===== src/logic/lif_pkg.sv =====
// Purpose: Shared constants and types for the loop interface frame/status register bank
// Assumes: 40 MHz single clock, byte-wide host register port
// Notes:   Offsets, flag bit positions and cycle counts live here; register 1 write fields are decoded in place
package lif_pkg;

   // Register map, eight byte registers
   localparam logic [2:0] LIF_REG_SEL0      = 3'h0;
   localparam logic [2:0] LIF_REG_CTRL_FLAG = 3'h1;
   localparam logic [2:0] LIF_REG_DATA      = 3'h2;
   localparam logic [2:0] LIF_REG_IRQ_STAT  = 3'h6;
   localparam logic [2:0] LIF_REG_IRQ_MASK  = 3'h7;

   // Register 1 read bit positions
   localparam int LIF_BIT_IFACE_CLEAR_RECEIVED = 4;
   localparam int LIF_BIT_SERVICE_REQUEST_RECEIVED = 3;
   localparam int LIF_BIT_FRAME_AVAILABLE = 2;
   localparam int LIF_BIT_FRAME_MISMATCH = 1;
   localparam int LIF_BIT_OUTPUT_REG_AVAILABLE = 0;

   // Register 0 write bit positions of the self-clearing strobes
   localparam int LIF_BIT_SET_LOCAL_READY  = 2;
   localparam int LIF_BIT_CLEAR_IFACE_CLEAR_FLAG = 1;

   // Reset values
   localparam logic [7:0] LIF_RST_BYTE = 8'h00;
   localparam logic [3:0] LIF_RST_MASK = 4'h0;

   // Self-clear delay of the pulse bits: least 1 us, rounded up
   localparam int LIF_CLK_MHZ      = 40;
   localparam int LIF_SELFCLR_US   = 1;
   localparam int LIF_SELFCLR_CYC  = LIF_SELFCLR_US * LIF_CLK_MHZ;
   // Loop transmit time of one frame in cycles (plain default)
   localparam int LIF_TX_CYC       = 16;

   // Host register port bundle
   typedef struct packed {
      logic       wr;
      logic       rd;
      logic [2:0] addr;
      logic [7:0] wdata;
   } lif_host_req_t;

   // One loop message: three control bits, eight data bits
   typedef struct packed {
      logic [2:0] ctl;
      logic [7:0] data;
   } lif_msg_t;

   // Received frame with its classification
   typedef struct packed {
      lif_msg_t msg;
      logic     is_ifc;
      logic     srq;
      logic     mismatch;
   } lif_rx_t;

   // Transmit engine states
   typedef enum logic [1:0] {
      LIF_TX_IDLE = 2'b01,
      LIF_TX_BUSY = 2'b10
   } lif_tx_state_t;

endpackage


===== src/logic/lif_pulse_timer.sv =====
// Purpose: Holds a bit high for a fixed number of cycles after a write strobe
// Assumes: Single clock domain
// Notes:   Retriggers on every new strobe
`timescale 1ns/1ps
`default_nettype none
module lif_pulse_timer #(
   parameter int CYCLES = 40
) (
   // Clock and reset
   input  wire logic clk,
   input  wire logic rstn,
   // Control
   input  wire logic start,
   output logic      active
);
   localparam int CW = $clog2(CYCLES + 1);
   logic [CW-1:0] count;

   // Down counter, the bit stays up until it runs out
   always_ff @(posedge clk or negedge rstn) begin
      if (!rstn) begin
         count <= '0;
      end else if (start) begin
         count <= CW'(CYCLES);
      end else if (count != '0) begin
         count <= count - CW'(1);
      end
   end

   // Registered level
   always_ff @(posedge clk or negedge rstn) begin
      if (!rstn) begin
         active <= 1'b0;
      end else begin
         active <= start || (count > CW'(1));
      end
   end
endmodule // lif_pulse_timer
`default_nettype wire


===== src/logic/lif_frame_status.sv =====
// Purpose: Host-facing message and status registers of a serial loop interface
// Assumes: Host port synchronous to clk; loop receiver delivers one-cycle frame strobes
// Notes:   Registers 6 and 7 hold interrupt status and mask; registers 3 to 5 are scratch
`timescale 1ns/1ps
`default_nettype none
module lif_frame_status
   import lif_pkg::*;
#(
   parameter int TX_CYC = LIF_TX_CYC
) (
   // Clock and reset
   input  wire logic          clk,
   input  wire logic          rstn,
   // Host register port
   input  wire lif_host_req_t host_req,
   output logic [7:0]         host_rdata,
   // Loop receive side
   input  wire logic          rx_valid,
   input  wire lif_rx_t       rx_frame,
   // Loop transmit side
   output lif_msg_t           tx_msg,
   output logic               tx_valid,
   output logic               set_local_ready,
   output logic               flag_line_enable,
   // Wake-up and interrupt
   output logic               wake_req,
   output logic               irq
);
   localparam int TW = $clog2(TX_CYC + 1);

   // Flags and holding registers
   logic          iface_clear_received;
   logic          service_request_received;
   logic          frame_available;
   logic          frame_mismatch;
   logic          output_reg_available;
   lif_msg_t      rx_msg;
   lif_msg_t      out_msg;
   logic [7:0]    scratch [0:7];
   logic [3:0]    irq_status;
   logic [3:0]    irq_mask;
   logic          clr_ifc_active;
   lif_tx_state_t tx_state;
   logic [TW-1:0] tx_count;
   logic          out_ctl_pending;

   // Decoded strobes
   logic wr_r0;
   logic wr_r1;
   logic wr_r2;
   logic rd_r2;
   logic clr_ifc_req;
   logic set_local_ready_req;
   logic [3:0] ev_set;

   function automatic logic hit(input lif_host_req_t r, input logic [2:0] a, input logic w);
      hit = (w ? r.wr : r.rd) && (r.addr == a);
   endfunction

   assign wr_r0       = hit(host_req, LIF_REG_SEL0, 1'b1);
   assign wr_r1       = hit(host_req, LIF_REG_CTRL_FLAG, 1'b1);
   assign wr_r2       = hit(host_req, LIF_REG_DATA, 1'b1);
   assign rd_r2       = hit(host_req, LIF_REG_DATA, 1'b0);
   assign clr_ifc_req = wr_r0 && host_req.wdata[LIF_BIT_CLEAR_IFACE_CLEAR_FLAG];
   assign set_local_ready_req   = wr_r0 && host_req.wdata[LIF_BIT_SET_LOCAL_READY];
   // New event bits: ifc, srq, frame available, mismatch
   assign ev_set = {rx_valid && rx_frame.is_ifc,
                    rx_valid && rx_frame.srq && !service_request_received,
                    rx_valid,
                    rx_valid && rx_frame.mismatch};

   // Self-clearing strobe bits
   lif_pulse_timer #(.CYCLES(LIF_SELFCLR_CYC)) u_clr_ifc (
      .clk    (clk),
      .rstn   (rstn),
      .start  (clr_ifc_req),
      .active (clr_ifc_active)
   );
   lif_pulse_timer #(.CYCLES(LIF_SELFCLR_CYC)) u_set_local_ready (
      .clk    (clk),
      .rstn   (rstn),
      .start  (set_local_ready_req),
      .active (set_local_ready)
   );

   // Interface-clear flag; a new ifc frame wins over a clear
   always_ff @(posedge clk or negedge rstn) begin
      if (!rstn) begin
         iface_clear_received <= 1'b0;
      end else if (rx_valid && rx_frame.is_ifc) begin
         iface_clear_received <= 1'b1;
      end else if (clr_ifc_req) begin
         iface_clear_received <= 1'b0;
      end
   end

   // Service request follows the srq bit of each received message, no host clear
   always_ff @(posedge clk or negedge rstn) begin
      if (!rstn) begin
         service_request_received <= 1'b0;
      end else if (rx_valid) begin
         service_request_received <= rx_frame.srq;
      end
   end

   // Frame flags; arrival in the read cycle keeps the flag set
   always_ff @(posedge clk or negedge rstn) begin
      if (!rstn) begin
         frame_available <= 1'b0;
         frame_mismatch  <= 1'b0;
      end else begin
         if (rx_valid) begin
            frame_available <= 1'b1;
         end else if (rd_r2) begin
            frame_available <= 1'b0;
         end
         if (rx_valid && rx_frame.mismatch) begin
            frame_mismatch <= 1'b1;
         end else if (rd_r2) begin
            frame_mismatch <= 1'b0;
         end
      end
   end

   // Received message latch
   always_ff @(posedge clk or negedge rstn) begin
      if (!rstn) begin
         rx_msg <= '0;
      end else if (rx_valid) begin
         rx_msg <= rx_frame.msg;
      end
   end

   // Outgoing message: register 1 stores control bits, register 2 write launches
   always_ff @(posedge clk or negedge rstn) begin
      if (!rstn) begin
         out_msg          <= '0;
         flag_line_enable <= 1'b0;
         out_ctl_pending  <= 1'b0;
      end else begin
         if (wr_r1) begin
            out_msg.ctl      <= host_req.wdata[7:5];
            flag_line_enable <= host_req.wdata[0];
            out_ctl_pending  <= 1'b1;
         end else if (wr_r2) begin
            out_ctl_pending  <= 1'b0;
         end
         if (wr_r2) begin
            out_msg.data <= host_req.wdata;
         end
      end
   end

   // Transmit engine; the host is never stalled, the flag tells it when to wait
   always_ff @(posedge clk or negedge rstn) begin
      if (!rstn) begin
         tx_state             <= LIF_TX_IDLE;
         tx_count             <= '0;
         tx_valid             <= 1'b0;
         tx_msg               <= '0;
         output_reg_available <= 1'b1;
      end else begin
         tx_valid <= 1'b0;
         case (tx_state)
            LIF_TX_IDLE: begin
               if (wr_r2) begin
                  tx_msg               <= '{ctl: out_msg.ctl, data: host_req.wdata};
                  tx_valid             <= 1'b1;
                  tx_count             <= TW'(TX_CYC);
                  output_reg_available <= 1'b0;
                  tx_state             <= LIF_TX_BUSY;
               end
            end
            LIF_TX_BUSY: begin
               if (tx_count <= TW'(1)) begin
                  output_reg_available <= 1'b1;
                  tx_state             <= LIF_TX_IDLE;
               end else begin
                  tx_count <= tx_count - TW'(1);
               end
            end
            default: begin
               tx_state <= LIF_TX_IDLE;
            end
         endcase
      end
   end

   // Scratch bytes for the registers outside this bank
   always_ff @(posedge clk or negedge rstn) begin
      if (!rstn) begin
         for (int i = 0; i < 8; i++) begin
            scratch[i] <= LIF_RST_BYTE;
         end
      end else if (host_req.wr) begin
         scratch[host_req.addr] <= host_req.wdata;
      end
   end

   // Sticky interrupt status, write one clears, set wins
   always_ff @(posedge clk or negedge rstn) begin
      if (!rstn) begin
         irq_status <= LIF_RST_MASK;
         irq_mask   <= LIF_RST_MASK;
      end else begin
         if (host_req.wr && host_req.addr == LIF_REG_IRQ_STAT) begin
            irq_status <= (irq_status & ~host_req.wdata[3:0]) | ev_set;
         end else begin
            irq_status <= irq_status | ev_set;
         end
         if (host_req.wr && host_req.addr == LIF_REG_IRQ_MASK) begin
            irq_mask <= host_req.wdata[3:0];
         end
      end
   end

   // Wake-up while any event flag stands; host must clear the cause, except service request, which a message without srq clears
   always_ff @(posedge clk or negedge rstn) begin
      if (!rstn) begin
         wake_req <= 1'b0;
         irq      <= 1'b0;
      end else begin
         wake_req <= iface_clear_received || service_request_received
                  || frame_available || frame_mismatch;
         irq      <= |(irq_status & irq_mask);
      end
   end

   // Read mux, data one cycle after the read strobe
   always_ff @(posedge clk or negedge rstn) begin
      if (!rstn) begin
         host_rdata <= LIF_RST_BYTE;
      end else if (host_req.rd) begin
         case (host_req.addr)
            LIF_REG_SEL0: begin
               host_rdata <= {scratch[0][7:3], 1'b0, clr_ifc_active, scratch[0][0]};
            end
            LIF_REG_CTRL_FLAG: begin
               host_rdata <= {rx_msg.ctl, iface_clear_received, service_request_received,
                              frame_available, frame_mismatch,
                              output_reg_available};
            end
            LIF_REG_DATA: begin
               host_rdata <= rx_msg.data;
            end
            LIF_REG_IRQ_STAT: begin
               host_rdata <= {4'h0, irq_status};
            end
            LIF_REG_IRQ_MASK: begin
               host_rdata <= {4'h0, irq_mask};
            end
            default: begin
               host_rdata <= scratch[host_req.addr];
            end
         endcase
      end else begin
         host_rdata <= LIF_RST_BYTE;
      end
   end

   // Cycles since the last clear strobe, held at a ceiling; a long hold is
   // checked on this count because a deep repetition would be slow to unroll
   localparam int AW = $clog2(LIF_SELFCLR_CYC + 3);
   logic [AW-1:0] clr_age;
   always_ff @(posedge clk or negedge rstn) begin
      if (!rstn) begin
         clr_age <= '0;
      end else if (clr_ifc_req) begin
         clr_age <= AW'(1);
      end else if (clr_age != '0 && clr_age < AW'(LIF_SELFCLR_CYC + 2)) begin
         clr_age <= clr_age + AW'(1);
      end
   end
endmodule // lif_frame_status
`default_nettype wire


===== config.mk =====
export PLATFORM = sky130hd
export DESIGN_NAME = lif_frame_status
export DESIGN_NICKNAME = d
export VERILOG_FILES = /design/src/logic/lif_pkg.sv /design/src/logic/lif_pulse_timer.sv /design/src/logic/lif_frame_status.sv
export SDC_FILE = /design/constraint.sdc
export NUM_CORES = 1
export LEC_CHECK = 0
export BUFFER_PORTS_ARGS = -buffer_cell sky130_fd_sc_hd__buf_2
export CAP_MARGIN = 10
export CORE_MARGIN = 2
export CORE_UTILIZATION = 40
export CTS_CLUSTER_DIAMETER = 120
export DETAILED_ROUTE_END_ITERATION = 6
export HOLD_SLACK_MARGIN = 0.06
export PLACE_DENSITY = 0.61
export RECOVER_POWER = 100
export SLEW_MARGIN = 25
export SYNTH_ARGS = -nofsm -noshare
export SYNTH_HDL_FRONTEND = slang
export SYNTH_SLANG_ARGS = --single-unit

===== constraint.sdc =====
create_clock -name clk -period 3.6 [get_ports clk]
set_input_delay 0.54 -clock clk [delete_from_list [all_inputs] [get_ports clk]]
set_output_delay 0.54 -clock clk [all_outputs]
set_load 0.01 [all_outputs]

==> impl_results.md, run 1 <==
- Area taken by multi-input logic gates: 1940 sq um
- CTS clk-pin slew, worst paths: 0.06 ns
- Number of buffers inserted by post-CTS setup repair: 0
- DR iter-0 viols: 209
- RSZ-0062 raised after global routing: no
- Grt total ovfl: 0
- Quantity of gates resized following cts: 0
- CTS sink cnt: 101
- Utilization of the core after routing: 45.5%
- Clock root buffer: clkbuf_16
- Detailed Route WL: 10.1 mm
- Share of synthesized area occupied by flip-flops and latches: 54.2%
- Vertical extent of the die: 112 microns
- Most frequently used flop master after synthesis: dfrtp_1
- Register bit total from synthesis: 101
- X dimension of the die: 112 microns
- Post-synth EDFFs: 0
- Max Fclk: 387 MHz
- LEAKAGE: 2.30 nW
- Top cell types by occurrence after synthesis: dfrtp_1, nand2_1, mux2_2
- Per-cell via count in the routed design: 5.38
- Worst slew slack as a fraction of its limit: -37.9%
- Final critical delay including setup and external delays: 2.58 ns
- Failing checks: max-capacitance violations, max-slew violations
- Clock tree from TritonCTS: done
- Fraction of layout cells with a size suffix above 1: 22.5%
- Std-Cell Core Area: 11,400 sq um
- DRT Pass-1 Iters: 4
- Number of fillers in the final layout: 1,078
- Area fraction of the dominant cell type after synthesis: 53.1%
- Total clock buffers created by CTS: 9
- Cts hold-fix bufs: 0
- Worst Setup End Kind: register
- Max Buffers Root-to-Sink: 2
- Share of synthesized flip-flops with an asynchronous set or reset: 100%
- Count of nets left with antenna violations after detail routing: 0
- Peak VDD IR: 0.000268 V
- Most frequent cell after synthesis: dfrtp_1
- Fin nets: 478
- Final worst-path cycle share: 71.8%
- Largest fanout on the critical path: 28
- Wire length of the first global-routing pass: 16.6 mm
- Die outline area: 12,500 sq um
- Starting Density: 40.9%
- Transition at the pin with the smallest max-transition slack: 2.07 ns
- Post-DR wirelength/cell: 17.3 microns
- Worst hold path type: input port to register
- Antenna violations before repair: 0
- Number of distinct library cells after synthesis: 54
- DRC errors left: 0
- Synth warnings: 0
- Total number of vias: 3,160
- Combined global-route utilization of all metal layers: 17.0%
- Max-capacitance violation count: 2
- Post-synthesis cell count: 400
- Hold violation total from the final report: 0
- Pin count of the biggest net entering global routing: 87
- Number of buffers inserted by port buffering: 53
- Max-slew violation count: 87
- Cell types occupying the most area after synthesis: dfrtp_1, mux2_2, nand2_1, mux4_2, a21oi_1
- I/O pin total: 54
- CTS H-Tree Depth: 3
- Final estimated routing congestion in global placement: 0.784
- Antenna Diode Count: 0
- Source-to-sink clock delay at the later pin of the worst-skew pair: 0.34 ns
- Signal arrival time at the worst endpoint: 2.81 ns
- Startpoint kind of the worst setup timing path: input port
- Combined flip-flop and latch cell area: 2530 sq um
- Req. time, crit path: 3.83 ns
- Result of the run: complete, but fails checks
- HPWL after DPL: 7.07 mm
- Cell taking the most area after synthesis: dfrtp_1
- Area grow syn2layout: 11.3%
- Power density normalized to cell area: 587 nW/um^2
- WS Path Type: input port to register
- Sum of negative setup slack: 0 ns
- Average footprint of a synthesized cell: 11.7 sq um
- Final setup violation count: 0
- Net count after synthesis: 438
- Clock skew: 0.00605 ns
- Vias in the first global route: 3,225
- # rows: 39
- Cell area after synthesis: 4670 sq um
## path summary, 6_finish.rpt
check | startpoint | to | slack, ns | cells past startpoint
max | host_req[8] | tx_msg[4]$_DFFE_PN0P_ | 1.02 | 6
min | rx_frame[5] | rx_msg[2]$_DFFE_PN0P_ | 0.43 | 2
max reg2reg | tx_count[1]$_DFFE_PN0P_ | tx_count[1]$_DFFE_PN0P_ | 1.75 | 6
min reg2reg | out_msg[8]$_DFFE_PN0P_ | out_msg[8]$_DFFE_PN0P_ | 0.47 | 2
max in group asynchronous | rstn | tx_msg[1]$_DFFE_PN0P_ | 1.59 | 1
min in group asynchronous | rstn | tx_count[3]$_DFFE_PN0P_ | 0.79 | 1
## area by class of cell
type	count	share of cell area, %
well taps	143	3.44
flip-flops and latches	101	48.7
inverters	13	0.939
clock buffers	13	4.82
clock inverters	2	0.193
repair buffers	54	4.62
multi-input cells	261	37.3
## cells by family (layout without fill, tap and decap cells)
family | after synthesis | count (layout) | share of synthesized area [%]
simple gates | 120 | 120 | 12.9
flops | 101 | 101 | 54.2
compound gates | 66 | 66 | 9.38
mux | 65 | 65 | 17.3
buf+inv | 38 | 82 | 3.67
fa+ha+maj | 8 | 8 | 2.14
xor+xnor | 2 | 2 | 0.375
## layout by cell type (no fill, tap or decap), drive strengths merged, types with 3 or more instances in the layout
cell     n
clkbuf  40
dfrtp   99
nand2   51
or4      4
buf     27
nand2b   7
nand3b   4
nor2    21
nor3     3
a22oi    5
nor2b    8
nand3   10
ha       8
or3      3
a21oi   21
a211oi   4
inv     13
mux4     5
o21ai   11
o21a     4
mux2i    6
and3     3
a22o     4
mux2    54
## sequential cells by signal (all words and copies together), names as in the netlist, 2 cells and up
register	flops
rx_msg	11
tx_msg	11
u_set_local_ready.count	6
out_msg	3
tx_state	2
scratch	30
host_rdata	8
tx_count	5
irq_status	4
u_clr_ifc.count	6
irq_mask	4
## routing by layer
metal  GRT usage (%)  vias up  wire length (microns)
met5               0        -                      0
met4            5.93        0                    154
met3            3.89       13                    397
met2            27.6       56                   4920
met1            22.5     1610                   4660
li1                -     1481                      -
## report_power, final
group,internal (W),switching (W)
logic,0.000313,0.000330
registers,0.00137,0.000161
clock network,0.000482,0.000393
## critical path, stage by stage
cell and delay (ns):
clkbuf_1 1.05, or2_0 0.55, nor2_8 0.05, nand2_4 0.22, inv_2 0.10, mux2_2 0.28
## stage by stage
stage / cell area [sq um] / std cells / total power, W / worst slack (ns) / hold slack [ns]
after floorplan: 4670 / 400 / 0.00201 / 1.85 / 0.244
after global placement: 5000 / 572 / 0.00220 / 1.41 / 0.457
after detailed placement: 5000 / 572 / 0.00223 / 1.38 / 0.464
after CTS: 5260 / 587 / 0.00311 / 1.72 / 0.284
after global routing: 5190 / 587 / 0.00324 / 0.861 / 0.426
final: 5190 / 587 / 0.00305 / 1.02 / 0.428
Note: power is estimated with default switching activity, not from simulation.
==> run 2: changes to the inputs <==
==> constraint.sdc (replaced) <==
create_clock -name clk -period 2.4 [get_ports clk]
set_input_delay 0.36 -clock clk [delete_from_list [all_inputs] [get_ports clk]]
set_output_delay 0.36 -clock clk [all_outputs]
set_load 0.01 [all_outputs]
==> impl_results.md, run 2 (synthesis gave the netlist of run 1 again) <==
- Result of the run: completed
- I/O pin total: 54 (unchanged)
- Reg2Reg Capture Point: tx_count[1]$_DFFE_PN0P_
- Total number of vias: 3,159 (-0.032%)
- WS Path Type: input port to register
- Clock tree from TritonCTS: done
- Post-DP Area: 5030 sq um (+0.48%)
- Flip-flop count of the largest register, all copies and words added: 30 (unchanged)
- Setup slack after placement: 0.398 ns (-0.977 ns)
- Die outline area: 12,500 sq um (unchanged)
- Detailed Route WL: 10.1 mm (about the same)
- Fin nets: 481 (+0.63%)
- Largest registers: scratch x30, rx_msg x11, tx_msg x11
- Number of buffers inserted by port buffering: 53 (unchanged)
- Clock root buffer: clkbuf_16
- CTS clk-pin slew, worst paths: 0.07 ns (about the same)
- Combined global-route utilization of all metal layers: 17.2% (+0.29 points)
- RSZ-0062 raised after global routing: no
- Worst hold path type: input port to register
- DR iter-0 viols: 90 (-57%)
- Total clock buffers created by CTS: 9 (unchanged)
- Max Buffers Root-to-Sink: 2 (unchanged)
- Final setup violation count: 0 (unchanged)
- Worst Hold Margin: 0.253 ns (-0.176 ns)
- Final worst-path cycle share: 82.6%
- Worst reg2reg path startpoint: tx_count[1]$_DFFE_PN0P_
- Power density normalized to cell area: 943 nW/um^2 (+61%)
- Std-Cell Core Area: 11,400 sq um (unchanged)
- Worst hold path stage count: 2 (unchanged)
- X dimension of the die: 112 microns (unchanged)
- CTS H-Tree Depth: 3 (unchanged)
- Most common library cell in the layout ignoring fill and taps: dfrtp_1
- Fraction of layout cells with a size suffix above 1: 22.4% (-0.15 points)
- HPWL after DPL: 7.24 mm (+2.3%)
- Worst Setup End Kind: register
- Vertical extent of the die: 112 microns (unchanged)
- Clock skew: 0.00631 ns (+0.000259 ns)
- # rows: 39 (unchanged)
- Highest-count cells in the layout ignoring fill and taps: dfrtp_1, nand2_1, mux2_2, clkbuf_1, buf_2
- Hold violation total from the final report: 0 (unchanged)
- DRT Pass-1 Iters: 4 (unchanged)
- Worst hold start: rx_frame[6]
- Pin count of the biggest net entering global routing: 53 (-39%)
- Worst path max stage delay: 0.70 ns (-0.35 ns)
- Transition at the pin with the smallest max-transition slack: 1.09 ns (-0.982 ns)
- Source-to-sink clock delay at the later pin of the worst-skew pair: 0.34 ns (about the same)
- Worst slew slack as a fraction of its limit: 27.6% (+65 points)
- DRC errors left: 0 (unchanged)
- Length in cells of the worst reg-to-reg path: 6 (unchanged)
- Register-to-register setup slack: 0.51 ns (-1.24 ns)
- Vias in the first global route: 3,252 (+0.84%)
- Largest fanout on the critical path: 15 (-46%)
- LEAKAGE: 2.36 nW (+2.8%)
- Starting Density: 40.9% (unchanged)
- Final setup margin: 0.418 ns (-0.597 ns)
- Req. time, crit path: 2.63 ns (-1.20 ns)
- CTS sink cnt: 101 (unchanged)
- Antenna Diode Count: 0 (unchanged)
- WHS Endpoint: rx_msg[3]$_DFFE_PN0P_
- Max-capacitance violation count: 0 (-2)
- Count of nets left with antenna violations after detail routing: 0 (unchanged)
- Sum of negative setup slack: 0 ns (unchanged)
- Slowest CP cell: nor2_1
- Final estimated routing congestion in global placement: 0.801 (+2.1%)
- Biggest register: scratch
- Max-slew violation count: 0 (-100%)
- Area of all placed cells without fillers: 5320 sq um (+2.5%)
- Per-cell via count in the routed design: 5.35 (-0.54%)
- Final critical delay including setup and external delays: 1.98 ns
- Post-DR wirelength/cell: 17.2 microns (-0.45%)
- Antenna violations before repair: 0 (unchanged)
- Area grow syn2layout: 14.0%
- Startpoint kind of the worst setup timing path: input port
- Peak VDD IR: 0.000469 V (+75%)
- Signal arrival time at the worst endpoint: 2.21 ns (-0.60 ns)
- Wire length of the first global-routing pass: 17.0 mm (+2.4%)
- Grt total ovfl: 0 (unchanged)
- Crit path cell chain: buf_2, or2_0, nor2_1, nand2_1, a22o_1
- Max Fclk: 505 MHz
- Quantity of gates resized following cts: 0 (unchanged)
[run 2: worst max-delay path: cells and delay by family]
kind / cells / cell delay (ns)
AND/OR/NAND/NOR: 3 / 1.37
buffers and inverters: 1 / 0.22
AO/OA/AOI/OAI: 1 / 0.24
[run 2: worst max path at each step]
stage	from	to	cells after the start
global route	host_req[8]	iface_clear_received$_DFFE_PN0P_	5
floorplan	tx_count[1]$_DFFE_PN0P_	tx_count[1]$_DFFE_PN0P_	7
global placement	host_req[9]	tx_msg[4]$_DFFE_PN0P_	6
detailed placement	host_req[9]	tx_msg[4]$_DFFE_PN0P_	6
CTS	tx_count[1]$_DFFE_PN0P_	tx_count[0]$_DFFE_PN0P_	6
finish	host_req[8]	iface_clear_received$_DFFE_PN0P_	5
[run 2: per-stage QoR]
step           std cells  utilization, %  power, W
6_report             590            46.6   0.00502
5_1_grt              590            46.6   0.00532
4_1_cts              590            47.3   0.00512
3_5_place_dp         574            44.0   0.00336
3_3_place_gp         574            44.0   0.00330
2_1_floorplan        400               -   0.00302
[run 2: cell type report]
cell class | instances | area, sq um
fill | 1090 | 6100
sequential | 101 | 2530
multi-input combinational | 261 | 1920
timing repair buffer | 57 | 278
clock buffer | 11 | 243
tap | 143 | 179
clock inverter | 4 | 120
inverter | 13 | 48.8
[run 2: what timing repair did]
| item | 4_1_cts | 5_1_grt |
|---|---|---|
| setup buffers | 0 | 0 |
| hold endpoints to repair | 25 | 0 |
| endpoints found under the setup margin | 0 | 0 |
| hold buffers | 1 | 0 |
[run 2: metal layers]
metal | GRT usage, % | vias to the layer above | wire, microns
met5 | 0 | - | 0
met4 | 4.39 | 0 | 133
met3 | 4.16 | 9 | 444
met2 | 28.0 | 56 | 4890
met1 | 23.7 | 1600 | 4670
li1 | - | 1494 | -
[run 2: where the power goes]
part           total, W  switching, W  internal (W)
Sequential      0.00230      0.000245       0.00205
Clock           0.00175      0.000601       0.00115
Combinational  0.000971      0.000497      0.000474
Total           0.00502       0.00134       0.00368
